$ cat config.mk
export PLATFORM = sky130hd
export DESIGN_NAME = supervisor_reset_watchdog
export DESIGN_NICKNAME = d
export VERILOG_FILES = /design/src/common/supervisor_pkg.sv /design/src/design/input_sync.sv /design/src/design/supervisor_reset_watchdog.sv
export VERILOG_INCLUDE_DIRS = /design/src /design/src/common
export SDC_FILE = /design/constraint.sdc
export NUM_CORES = 1
export LEC_CHECK = 0
export BUFFER_PORTS_ARGS = -buffer_cell sky130_fd_sc_hd__buf_2
export CAP_MARGIN = 40
export CORE_UTILIZATION = 28
export CTS_BUF_LIST = sky130_fd_sc_hd__clkbuf_8
export DETAILED_ROUTE_END_ITERATION = 8
export GPL_ROUTABILITY_DRIVEN = 1
export PLACE_DENSITY = 0.52
export RECOVER_POWER = 100
export SKIP_LAST_GASP = 1
export SYNTH_ARGS = -nofsm -noshare
export SYNTH_HDL_FRONTEND = slang
export SYNTH_SLANG_ARGS = --single-unit
$ cat constraint.sdc
create_clock -name clk -period 2.63 [get_ports clk]
set_clock_uncertainty 0.05 [all_clocks]
set_input_delay 0.3945 -clock clk [delete_from_list [all_inputs] [get_ports clk]]
set_output_delay 0.3945 -clock clk [all_outputs]
set_load 0.05 [all_outputs]
$ cat src/common/supervisor_defines.svh
// Purpose: Timing constants for the reset supervisor
// Assumes: 10 MHz clk, 100 ns period
// Notes: Hold and watchdog counts are defaults only; top parameters override them; MAN_FILTER_CYC is fixed
`ifndef SUPERVISOR_DEFINES_SVH
`define SUPERVISOR_DEFINES_SVH
`define CLK_PERIOD_NS 100
`define RESET_HOLD_US 140000
`define RESET_HOLD_CYC ((`RESET_HOLD_US * 1000) / `CLK_PERIOD_NS)
`define WATCHDOG_US 1600000
`define WATCHDOG_CYC ((`WATCHDOG_US * 1000) / `CLK_PERIOD_NS)
`define MAN_GLITCH_NS 100
`define MAN_FILTER_CYC ((`MAN_GLITCH_NS + `CLK_PERIOD_NS - 1) / `CLK_PERIOD_NS + 1)
`define CNT_W 32
`endif

$ cat src/common/supervisor_pkg.sv
// Purpose: Types for the reset supervisor
// Assumes: Nothing
// Notes: Two-state reset sequencer
package supervisor_pkg;
  typedef enum logic [0:0] {
    ST_RUN = 1'b0,
    ST_HOLD = 1'b1
  } sup_state_t;
endpackage

$ cat src/design/input_sync.sv
// Purpose: Two-flop synchroniser for one pin
// Assumes: Single clk domain
// Notes: Output is the second flop only
`timescale 1ns/1ps
`default_nettype none
module input_sync (
  input wire logic clk,
  input wire logic sys_rst,
  input wire logic rst_val,
  input wire logic pin_in,
  output logic sync_out
);
  logic meta_r;
  always_ff @(posedge clk) begin
    // Reset to rst_val: the pin's idle level, except the supply instance, which starts as a low-supply request
    if (sys_rst) begin
      meta_r <= rst_val;
      sync_out <= rst_val;
    end else begin
      meta_r <= pin_in;
      sync_out <= meta_r;
    end
  end
endmodule // input_sync
`default_nettype wire

$ cat src/design/supervisor_reset_watchdog.sv
// Purpose: Reset supervisor: supply, manual reset and watchdog to one reset
// Assumes: Comparator gives supply_low; watchdog pin driven or floated
// Notes: Watchdog floating is seen through wdog_drive_en from pad sensing
`timescale 1ns/1ps
`default_nettype none
`include "supervisor_defines.svh"
module supervisor_reset_watchdog
  import supervisor_pkg::*;
#(
  parameter logic [`CNT_W-1:0] HOLD_CYC = `RESET_HOLD_CYC,
  parameter logic [`CNT_W-1:0] WDOG_CYC = `WATCHDOG_CYC
) (
  input wire logic clk,
  input wire logic sys_rst,
  input wire logic supply_low,
  input wire logic manual_reset_n,
  input wire logic watchdog_toggle_in,
  input wire logic wdog_drive_en,
  output logic reset_out_n,
  output logic reset_out,
  output logic reset_od_out,
  output logic reset_od_oe
);
  // ***************************************************************
  // Input synchronisers
  // ***************************************************************
  logic supply_low_s, man_rst_n_s, wdog_s, wdog_en_s;
  // Supply flop starts as low supply, so reset holds through start-up
  input_sync u_sync_supply (
    .clk(clk), .sys_rst(sys_rst), .rst_val(1'b1),
    .pin_in(supply_low), .sync_out(supply_low_s));
  input_sync u_sync_man (
    .clk(clk), .sys_rst(sys_rst), .rst_val(1'b1),
    .pin_in(manual_reset_n), .sync_out(man_rst_n_s));
  input_sync u_sync_wdog (
    .clk(clk), .sys_rst(sys_rst), .rst_val(1'b0),
    .pin_in(watchdog_toggle_in), .sync_out(wdog_s));
  input_sync u_sync_wden (
    .clk(clk), .sys_rst(sys_rst), .rst_val(1'b0),
    .pin_in(wdog_drive_en), .sync_out(wdog_en_s));

  // ***************************************************************
  // Manual reset glitch filter
  // ***************************************************************
  // Low must persist past the glitch width before it counts
  logic [3:0] man_low_cnt_r;
  logic man_req_r;
  always_ff @(posedge clk) begin
    if (sys_rst) begin
      man_low_cnt_r <= 4'h0;
      man_req_r <= 1'b0;
    end else if (man_rst_n_s) begin
      man_low_cnt_r <= 4'h0;
      man_req_r <= 1'b0;
    end else if (man_low_cnt_r >= 4'(`MAN_FILTER_CYC)) begin
      man_req_r <= 1'b1;
    end else begin
      man_low_cnt_r <= man_low_cnt_r + 4'h1;
    end
  end

  // ***************************************************************
  // Watchdog
  // ***************************************************************
  // Edge seen on synchronised level; a 50 ns pulse needs the pad latch
  // upstream, since it is shorter than one clock
  logic wdog_d_r, wdog_edge;
  logic [`CNT_W-1:0] wd_cnt_r;
  logic wd_expire_r;
  logic in_reset;
  always_ff @(posedge clk) begin
    if (sys_rst) wdog_d_r <= 1'b0;
    else wdog_d_r <= wdog_s;
  end
  assign wdog_edge = wdog_s ^ wdog_d_r;

  always_ff @(posedge clk) begin
    if (sys_rst) begin
      wd_cnt_r <= '0;
      wd_expire_r <= 1'b0;
    end else if (in_reset || wdog_edge || !wdog_en_s) begin
      wd_cnt_r <= '0;
      wd_expire_r <= 1'b0;
    end else if (wd_cnt_r >= WDOG_CYC - 1) begin
      wd_cnt_r <= '0;
      wd_expire_r <= 1'b1;
    end else begin
      wd_cnt_r <= wd_cnt_r + 1'b1;
      wd_expire_r <= 1'b0;
    end
  end

  // ***************************************************************
  // Reset sequencer
  // ***************************************************************
  sup_state_t state_r;
  logic [`CNT_W-1:0] hold_cnt_r;
  logic src_active;
  assign src_active = supply_low_s || man_req_r || wd_expire_r;
  assign in_reset = (state_r == ST_HOLD);

  always_ff @(posedge clk) begin
    if (sys_rst) begin
      state_r <= ST_HOLD;
      hold_cnt_r <= '0;
    end else begin
      case (state_r)
        ST_RUN: begin
          hold_cnt_r <= '0;
          if (src_active) state_r <= ST_HOLD;
        end
        ST_HOLD: begin
          if (src_active) begin
            hold_cnt_r <= '0;
          end else if (hold_cnt_r >= HOLD_CYC - 1) begin
            state_r <= ST_RUN;
            hold_cnt_r <= '0;
          end else begin
            hold_cnt_r <= hold_cnt_r + 1'b1;
          end
        end
        default: state_r <= ST_HOLD;
      endcase
    end
  end

  // ***************************************************************
  // Outputs
  // ***************************************************************
  logic rst_nxt;
  assign rst_nxt = (state_r == ST_HOLD) ? !(hold_cnt_r >= HOLD_CYC - 1 && !src_active)
                                        : src_active;
  always_ff @(posedge clk) begin
    if (sys_rst) begin
      reset_out_n <= 1'b0;
      reset_out <= 1'b1;
      reset_od_out <= 1'b0;
      reset_od_oe <= 1'b1;
    end else begin
      reset_out_n <= !rst_nxt;
      reset_out <= rst_nxt;
      reset_od_out <= 1'b0;
      reset_od_oe <= rst_nxt;
    end
  end
endmodule // supervisor_reset_watchdog
`default_nettype wire

Yosys cells after proc, flatten, opt, wreduce, memory -nomap -nowiden

Index checks and enable logic that the tools add are counted.

Add/sub/neg operators: 3
Multiply operators: 0
Divide/modulo/power cells: 0
$lt $le $gt $ge: 3
Equal/unequal tests: 0
Shift operators: 0
Mux-type cells: 9
Bitwise gates (word level): 2
Reduce and logical (&&, ||, !) cells: 12

Operators by type and width:

| operator              | count |
|---|---|
| $add 32x1->32 const B | 2 |
| $mux 32               | 2 |
| $pmux 32 s2           | 1 |
| $ge 32x21->1 const B  | 1 |
| $ge 32x24->1 const B  | 1 |
| $mux 1                | 5 |
| $add 4x1->4 const B   | 1 |
| $ge 4x2->1 const B    | 1 |
| $logic_not 1->1       | 4 |
| $logic_or 1x1->1      | 4 |
| $reduce_or 2->1       | 2 |
| $reduce_or 3->1       | 1 |
| $pmux 1 s2            | 1 |
| $logic_and 1x1->1     | 1 |
| $not 1->1             | 1 |
| $xor 1x1->1           | 1 |

Register bits: 82
Latch bits: 0
RAM bits: 0
Memory bits (read-only): 0
Bits of input ports: 6
Output and inout port bits: 4
Word-level logic and storage cells: 46
Memories: 0

Depth between registers and ports, before layout

Gate-level depths: netlist (run 1).

Depth after elaboration: 7
Depth in mapped cells: 7
Gate-level depth less buffers: 5

Cells and area by module

Synthesis (run 1) repeated with hierarchy kept, for this count alone.

Cells, all modules: 320
Area, all modules: 3,314.4 sq um

Modules (own cells, without submodules):

| module                    | instances | cells each | area each (sq um) | sequential area each (sq um) |
|---|---|---|---|---|
| supervisor_reset_watchdog | 1         | 304        | 3,064.2           | 1,461.4 |
| input_sync                | 4         | 4          | 62.6              | 40.0 |

Worst setup path before layout (run 1)

OpenSTA, ideal clock, no wires.

Path kind: register to register
From: register wd_cnt_r[0]
To: register wd_cnt_r[20]
Setup time: 0.079 ns
Data arrival time: 1.883 ns
Data required time: 2.501 ns
Slack: 0.617 ns
Stages on the path, launching flop included: 7
Buffers on the path: 1
Period minus slack after synthesis: 2.013 ns
Cell sequence: dfxtp_1 -> ha_1 -> nand3_1 -> or3_1 -> buf_6 -> or4_4 -> a211oi_2

Cells in the longest elaborated chain, start to end: 2
Elaborated cells on any way between the ends: 3
Those cells by class: add/sub: 1; order compare: 1; reduce/logical: 1

RTL lines:

| item                      | line                            | text |
|---|---|---|
| start, declared           | supervisor_reset_watchdog.sv:68 | `` logic [`CNT_W-1:0] wd_cnt_r; `` |
| start signal, assigned    | supervisor_reset_watchdog.sv:88 | `wd_cnt_r <= wd_cnt_r + 1'b1;` |
| $ge 32x24->1              | supervisor_reset_watchdog.sv:84 | `end else if (wd_cnt_r >= WDOG_CYC - 1) begin` |
| $reduce_or 3->1 (no line) | n/a                             |  |

Parallel ways exist; a longest one is shown, timed or not.
A chain may end at the register's enable or synchronous reset.

Worst setup path after layout (run 1)

From: register wd_cnt_r[0]
To: register wd_cnt_r[4]

The elaborated chain is that of the path after synthesis.

==> results of run 1 <==
[worst max path at each step]
stage | start | end
finish | wd_cnt_r[0] | wd_cnt_r[4]
global route | wd_cnt_r[0] | wd_cnt_r[14]
CTS | wd_cnt_r[0] | wd_cnt_r[22]
detailed placement | wd_cnt_r[0] | wd_cnt_r[16]
global placement | wd_cnt_r[0] | wd_cnt_r[22]
floorplan | wd_cnt_r[0] | wd_cnt_r[20]
[power by group through the flow]
stage | clock, W | combinational [W] | sequential, W
6_report | 0.000949 | 0.0000268 | 0.00125
5_1_grt | 0.00105 | 0.0000307 | 0.00126
4_1_cts | 0.000989 | 0.0000275 | 0.00125
3_5_place_dp | 0 | 0.0000274 | 0.00128
3_3_place_gp | 0 | 0.0000271 | 0.00128
2_1_floorplan | 0 | 0.0000192 | 0.00128
[final cells by class]
type / count / area, um2
Clock inverter: 5 / 82.6
Fill cell: 1168 / 7410
Inverter: 6 / 22.5
Multi-Input combinational cell: 247 / 1570
Clock buffer: 9 / 124
Timing Repair Buffer: 14 / 71.3
Tap cell: 140 / 175
Sequential cell: 81 / 1620
[layout by cell type, fill, tap and decap left out, types with 6 or more instances in the layout]
cell,n
nor4_1,7
a211oi_1,14
nand3_1,17
xnor2_1,11
dfxtp_1,81
nor3_1,33
and3_1,8
or3_1,6
o31ai_1,10
nand2_1,16
conb_1,20
clkbuf_8,9
o21ai_0,8
nand4_1,12
or4_1,13
xor2_1,16
nor2_1,7
inv_1,6
[per-layer routing]
layer / vias to the layer above / track usage, % / wire [um]
met5: - / 0 / 0
met4: 0 / 3.81 / 54
met3: 5 / 4.68 / 206
met2: 19 / 16.7 / 2590
met1: 1129 / 13.6 / 2870
li1: 1258 / - / -
[per-stage QoR]
step                      instance area (um2)  hold WS (ns)  power (W)
after floorplan                          3310         0.339    0.00130
after global placement                   3490         0.345    0.00131
after detailed placement                 3490         0.344    0.00131
after CTS                                3690         0.157    0.00227
after global routing                     3670         0.146    0.00234
final                                    3670         0.178    0.00223
[critical path, delay by kind of cell, from the launching register on]
kind,cells,cell delay [ns]
and+or+nand+nor,3,0.80
adders and majority gates,1,0.20
AOI/OAI and AO/OA,1,0.39
buffers and inverters,1,0.31
DFF,1,0.37
[cell families after synthesis]
logic type               after synthesis  share of synthesized area, %
XOR/XNOR                              27                          7.29
adder cells (fa/ha/maj)                4                          1.54
AND/OR/NAND/NOR                      149                          27.1
buffers and inverters                 23                          3.36
other                                  1                         0.116
AO/OA/AOI/OAI                         47                          10.6
flip-flops                            81                          50.0
==> flow_summary.ini, run 1 <==
[global_routing]
gr-total-overflow = 0
grt_pass1_vias = 2175
track_usage_pct = 10.9
grt_max_degree = 25
antenna_found_initial = 0
grt_first_pass_wirelength_um = 10000

[synth]
ys_top_cells_by_count = 81 x dfxtp_1, 33 x nor3_1, 16 x nand2_1, 16 x nand3_1, 16 x xor2_1
ys_seq_elements = 81
synthFlopType = dfxtp_1
synth_edf_count = 0
synth_cell_type_count = 43
synth_area_leader_cell = dfxtp_1
synth_top_area_share_pct = 50.0
ys_seq_area_share_pct = 50.0
async_reset_ff_share_pct = 0
syn_inst = 332
synth_area_um2 = 3240
yosys_warnings = 0
synth_area_leaders = dfxtp_1 50%, nor3_1 5.1%, xor2_1 4.3%, a211oi_1 3.2%, xnor2_1 3.0%
syn_avg_cell_area_um2 = 9.77
synth.most_common_cell = dfxtp_1

[run]
maxCapViolations = 0

[floorplanning]
initial_core_util_pct = 29.3
die-width_um = 110
io-pin-count = 10
die_area_um2 = 12000
core_area_um2 = 11100
rows = 38
fp.dieH_um = 110

[critical_path]
startpoint_type = register
crit_arrival_ns = 2.41
path_max_fanout = 11
r2r_cells = 6
crit_path_end_kind = register
cp_cell_sequence = ha_1 > nand3_1 > or4_1 > a31oi_2 > clkbuf_2 > nor3_1
r2r_start = wd_cnt_r[0]
timing.rr.end = wd_cnt_r[4]
cp_slowest_stage_delay_ns = 0.49
required_ns = 2.81
worst_path_max_delay_cell = or4_1
reg2reg_slack_ns = 0.40
crit_type = reg2reg

[clock_tree]
tritoncts = yes
max-clock-path-buffers = 2
cts_resized = 0
numClockSinks = 81
htreeDepth = 3
cts_setup_buffers = 0
cts-hold-fix-buffers = 0
clk_pin_slew_ns = 0.08
clock_latency_ns = 0.34
cts_buffers = 9
cts-root-buf = clkbuf_8

[routing]
drtIter0Drc = 80
avgViaCountPerCell = 4.80
remaining_drc_errors = 0
antenna_left = 0
first_pass_iters = 4
detail_route.wl_per_cell_um = 11.4
vias = 2411
wirelength_um = 5730

[run_status]
status = finished clean

[timing]
rsz0062_at_grt = false
fin_ws_ns = 0.400
fmax_ghz = 0.448
maxSlewHeadroom_pct = 20.0
min_period_over_period_pct = 84.8
max_slew.worst_pin.slew_ns = 1.20
maxSlewViolCount = 0
setup_viol = 0
finalHoldViolations = 0
fin_setup_tns_ns = 0
fin_crit_ns = 2.23

[finish]
fin_nets = 369
drive_above_1_share_pct = 10.2
final_cell_count_no_fill = 502
fin_util_pct = 33.1
diodes = 0
area_growth_pct = 13.1
reg_top3 = hold_cnt_r (32), wd_cnt_r (32), man_low_cnt_r (4)

[min_path]
worstHoldStart = supply_low
worstHoldPathCells = 2
hold_path_end = u_sync_supply.meta_r
holdCritPathClass = in2reg

[placed_design]
gp_congestion = 0.750
dpl.hpwl_um = 3930
dpl.cell_count = 488
numPortBuffers = 8
place_ws_ns = 0.450

[power]
leakagePower_nw = 1.17
switchingPower_w = 0.000447
peakVddDrop_mv = 0.384
internal-power_w = 0.00178
clockPowerShare_pct = 42.5
pwr-share-comb_pct = 1.2
p_sw_share_pct = 20.0
p_seq_share_pct = 56.2
power_density_nw_per_um2 = 608
Note: power is estimated with default switching activity, not from simulation.
==> run 2: changes to the inputs <==
Clock period 2.63 ns to 2.3 ns, I/O delays scaled along.
==> flow_summary.ini, run 2 (synthesis gave the netlist of run 1 again) <==
[run_status]
status = finished clean

[critical_path]
crit_arrival_ns = 2.24
cp_slowest_stage_delay_ns = 0.46
cp_cell_sequence = or3b_2 > o31ai_1 > and3_1 > clkbuf_2 > nor3_1
path_max_fanout = 11
required_ns = 2.46
crit_type = reg2reg
crit_path_end_kind = register
startpoint_type = register
worst_path_max_delay_cell = or3b_2

[placed_design]
postPlaceCellArea_um2 = 3520
place_ws_ns = 0.242
numPortBuffers = 8
gp_congestion = 0.758
dpl.hpwl_um = 3980

[finish]
final_common_cell = dfxtp_1
fin_util_pct = 33.6
drive_above_1_share_pct = 12.0
diodes = 0
area_growth_pct = 14.9
design_area_um2 = 3730
reg_top3 = hold_cnt_r (32), wd_cnt_r (32), man_low_cnt_r (4)
mostFrequentLayoutCells = 81 x dfxtp_1, 33 x nor3_1, 20 x conb_1
fin_nets = 372

[routing]
avgViaCountPerCell = 4.74
detail_route.wl_per_cell_um = 11.6
wirelength_um = 5860
vias = 2402
antenna_left = 0
first_pass_iters = 4
remaining_drc_errors = 0
drtIter0Drc = 71

[floorplanning]
io-pin-count = 10
fp.dieH_um = 110
initial_core_util_pct = 29.3
die_area_um2 = 12000
rows = 38
die-width_um = 110
core_area_um2 = 11100

[global_routing]
track_usage_pct = 11.2
gr-total-overflow = 0
grt_first_pass_wirelength_um = 10300
antenna_found_initial = 0
grt_max_degree = 25
grt_pass1_vias = 2279

[clock_tree]
max-clock-path-buffers = 2
cts_buffers = 9
cts_setup_buffers = 0
tritoncts = yes
clk_pin_slew_ns = 0.09
cts_resized = 0
htreeDepth = 3
numClockSinks = 81
cts-hold-fix-buffers = 0
clock_latency_ns = 0.35
cts-root-buf = clkbuf_8

[timing]
fin_setup_tns_ns = 0
setup_viol = 0
finalHoldViolations = 0
maxSlewViolCount = 0
fin_hold_ws_ns = 0.118
fin_crit_ns = 2.08
fin_ws_ns = 0.219
fmax_ghz = 0.480
maxSlewHeadroom_pct = 46.7
rsz0062_at_grt = false
max_slew.worst_pin.slew_ns = 0.799
min_period_over_period_pct = 90.5

[power]
leakagePower_nw = 1.20
power_density_nw_per_um2 = 692
peakVddDrop_mv = 0.461

[run]
maxCapViolations = 0

[min_path]
holdCritPathClass = in2reg
run 2: power by group:
part	switching [W]	internal (W)
logic	0.0000204	0.0000109
registers	0.00000698	0.00143
clock network	0.000555	0.000560
run 2: layout make-up:
| type | count | area [um2] |
|---|---|---|
| Tap cell | 140 | 175 |
| Clock inverter | 6 | 81.3 |
| Multi-Input combinational cell | 247 | 1580 |
| Sequential cell | 81 | 1620 |
| Clock buffer | 10 | 138 |
| Timing Repair Buffer | 17 | 113 |
| Fill cell | 1162 | 7350 |
| Inverter | 6 | 22.5 |
run 2: metal layers:
metal / up-vias / GRT usage, % / wire length [um]
li1: 1271 / - / -
met1: 1107 / 13.8 / 2990
met2: 18 / 17.7 / 2610
met3: 6 / 4.27 / 189
met4: 0 / 4.00 / 62
met5: - / 0 / 0
run 2: worst max-delay path, delay by kind of cell (launching register included):
kind            cells  cell delay (ns)
compound gates      1             0.23
flops               1             0.44
buf+inv             1             0.31
simple gates        3             0.90
run 2: stage by stage:
stage | power [W] | cells
6_report | 0.00258 | 507
4_1_cts | 0.00263 | 507
3_3_place_gp | 0.00150 | 491
5_1_grt | 0.00270 | 507
3_5_place_dp | 0.00150 | 491
2_1_floorplan | 0.00149 | 351
run 2: worst paths after layout:
kind	start	end	slack, ns	depth (start not counted)
max	hold_cnt_r[14]	hold_cnt_r[9]	0.22	5
min	supply_low	u_sync_supply.meta_r	0.12	2
max reg2reg	hold_cnt_r[14]	hold_cnt_r[9]	0.22	5
min reg2reg	u_sync_man.meta_r	u_sync_man.sync_out	0.37	1
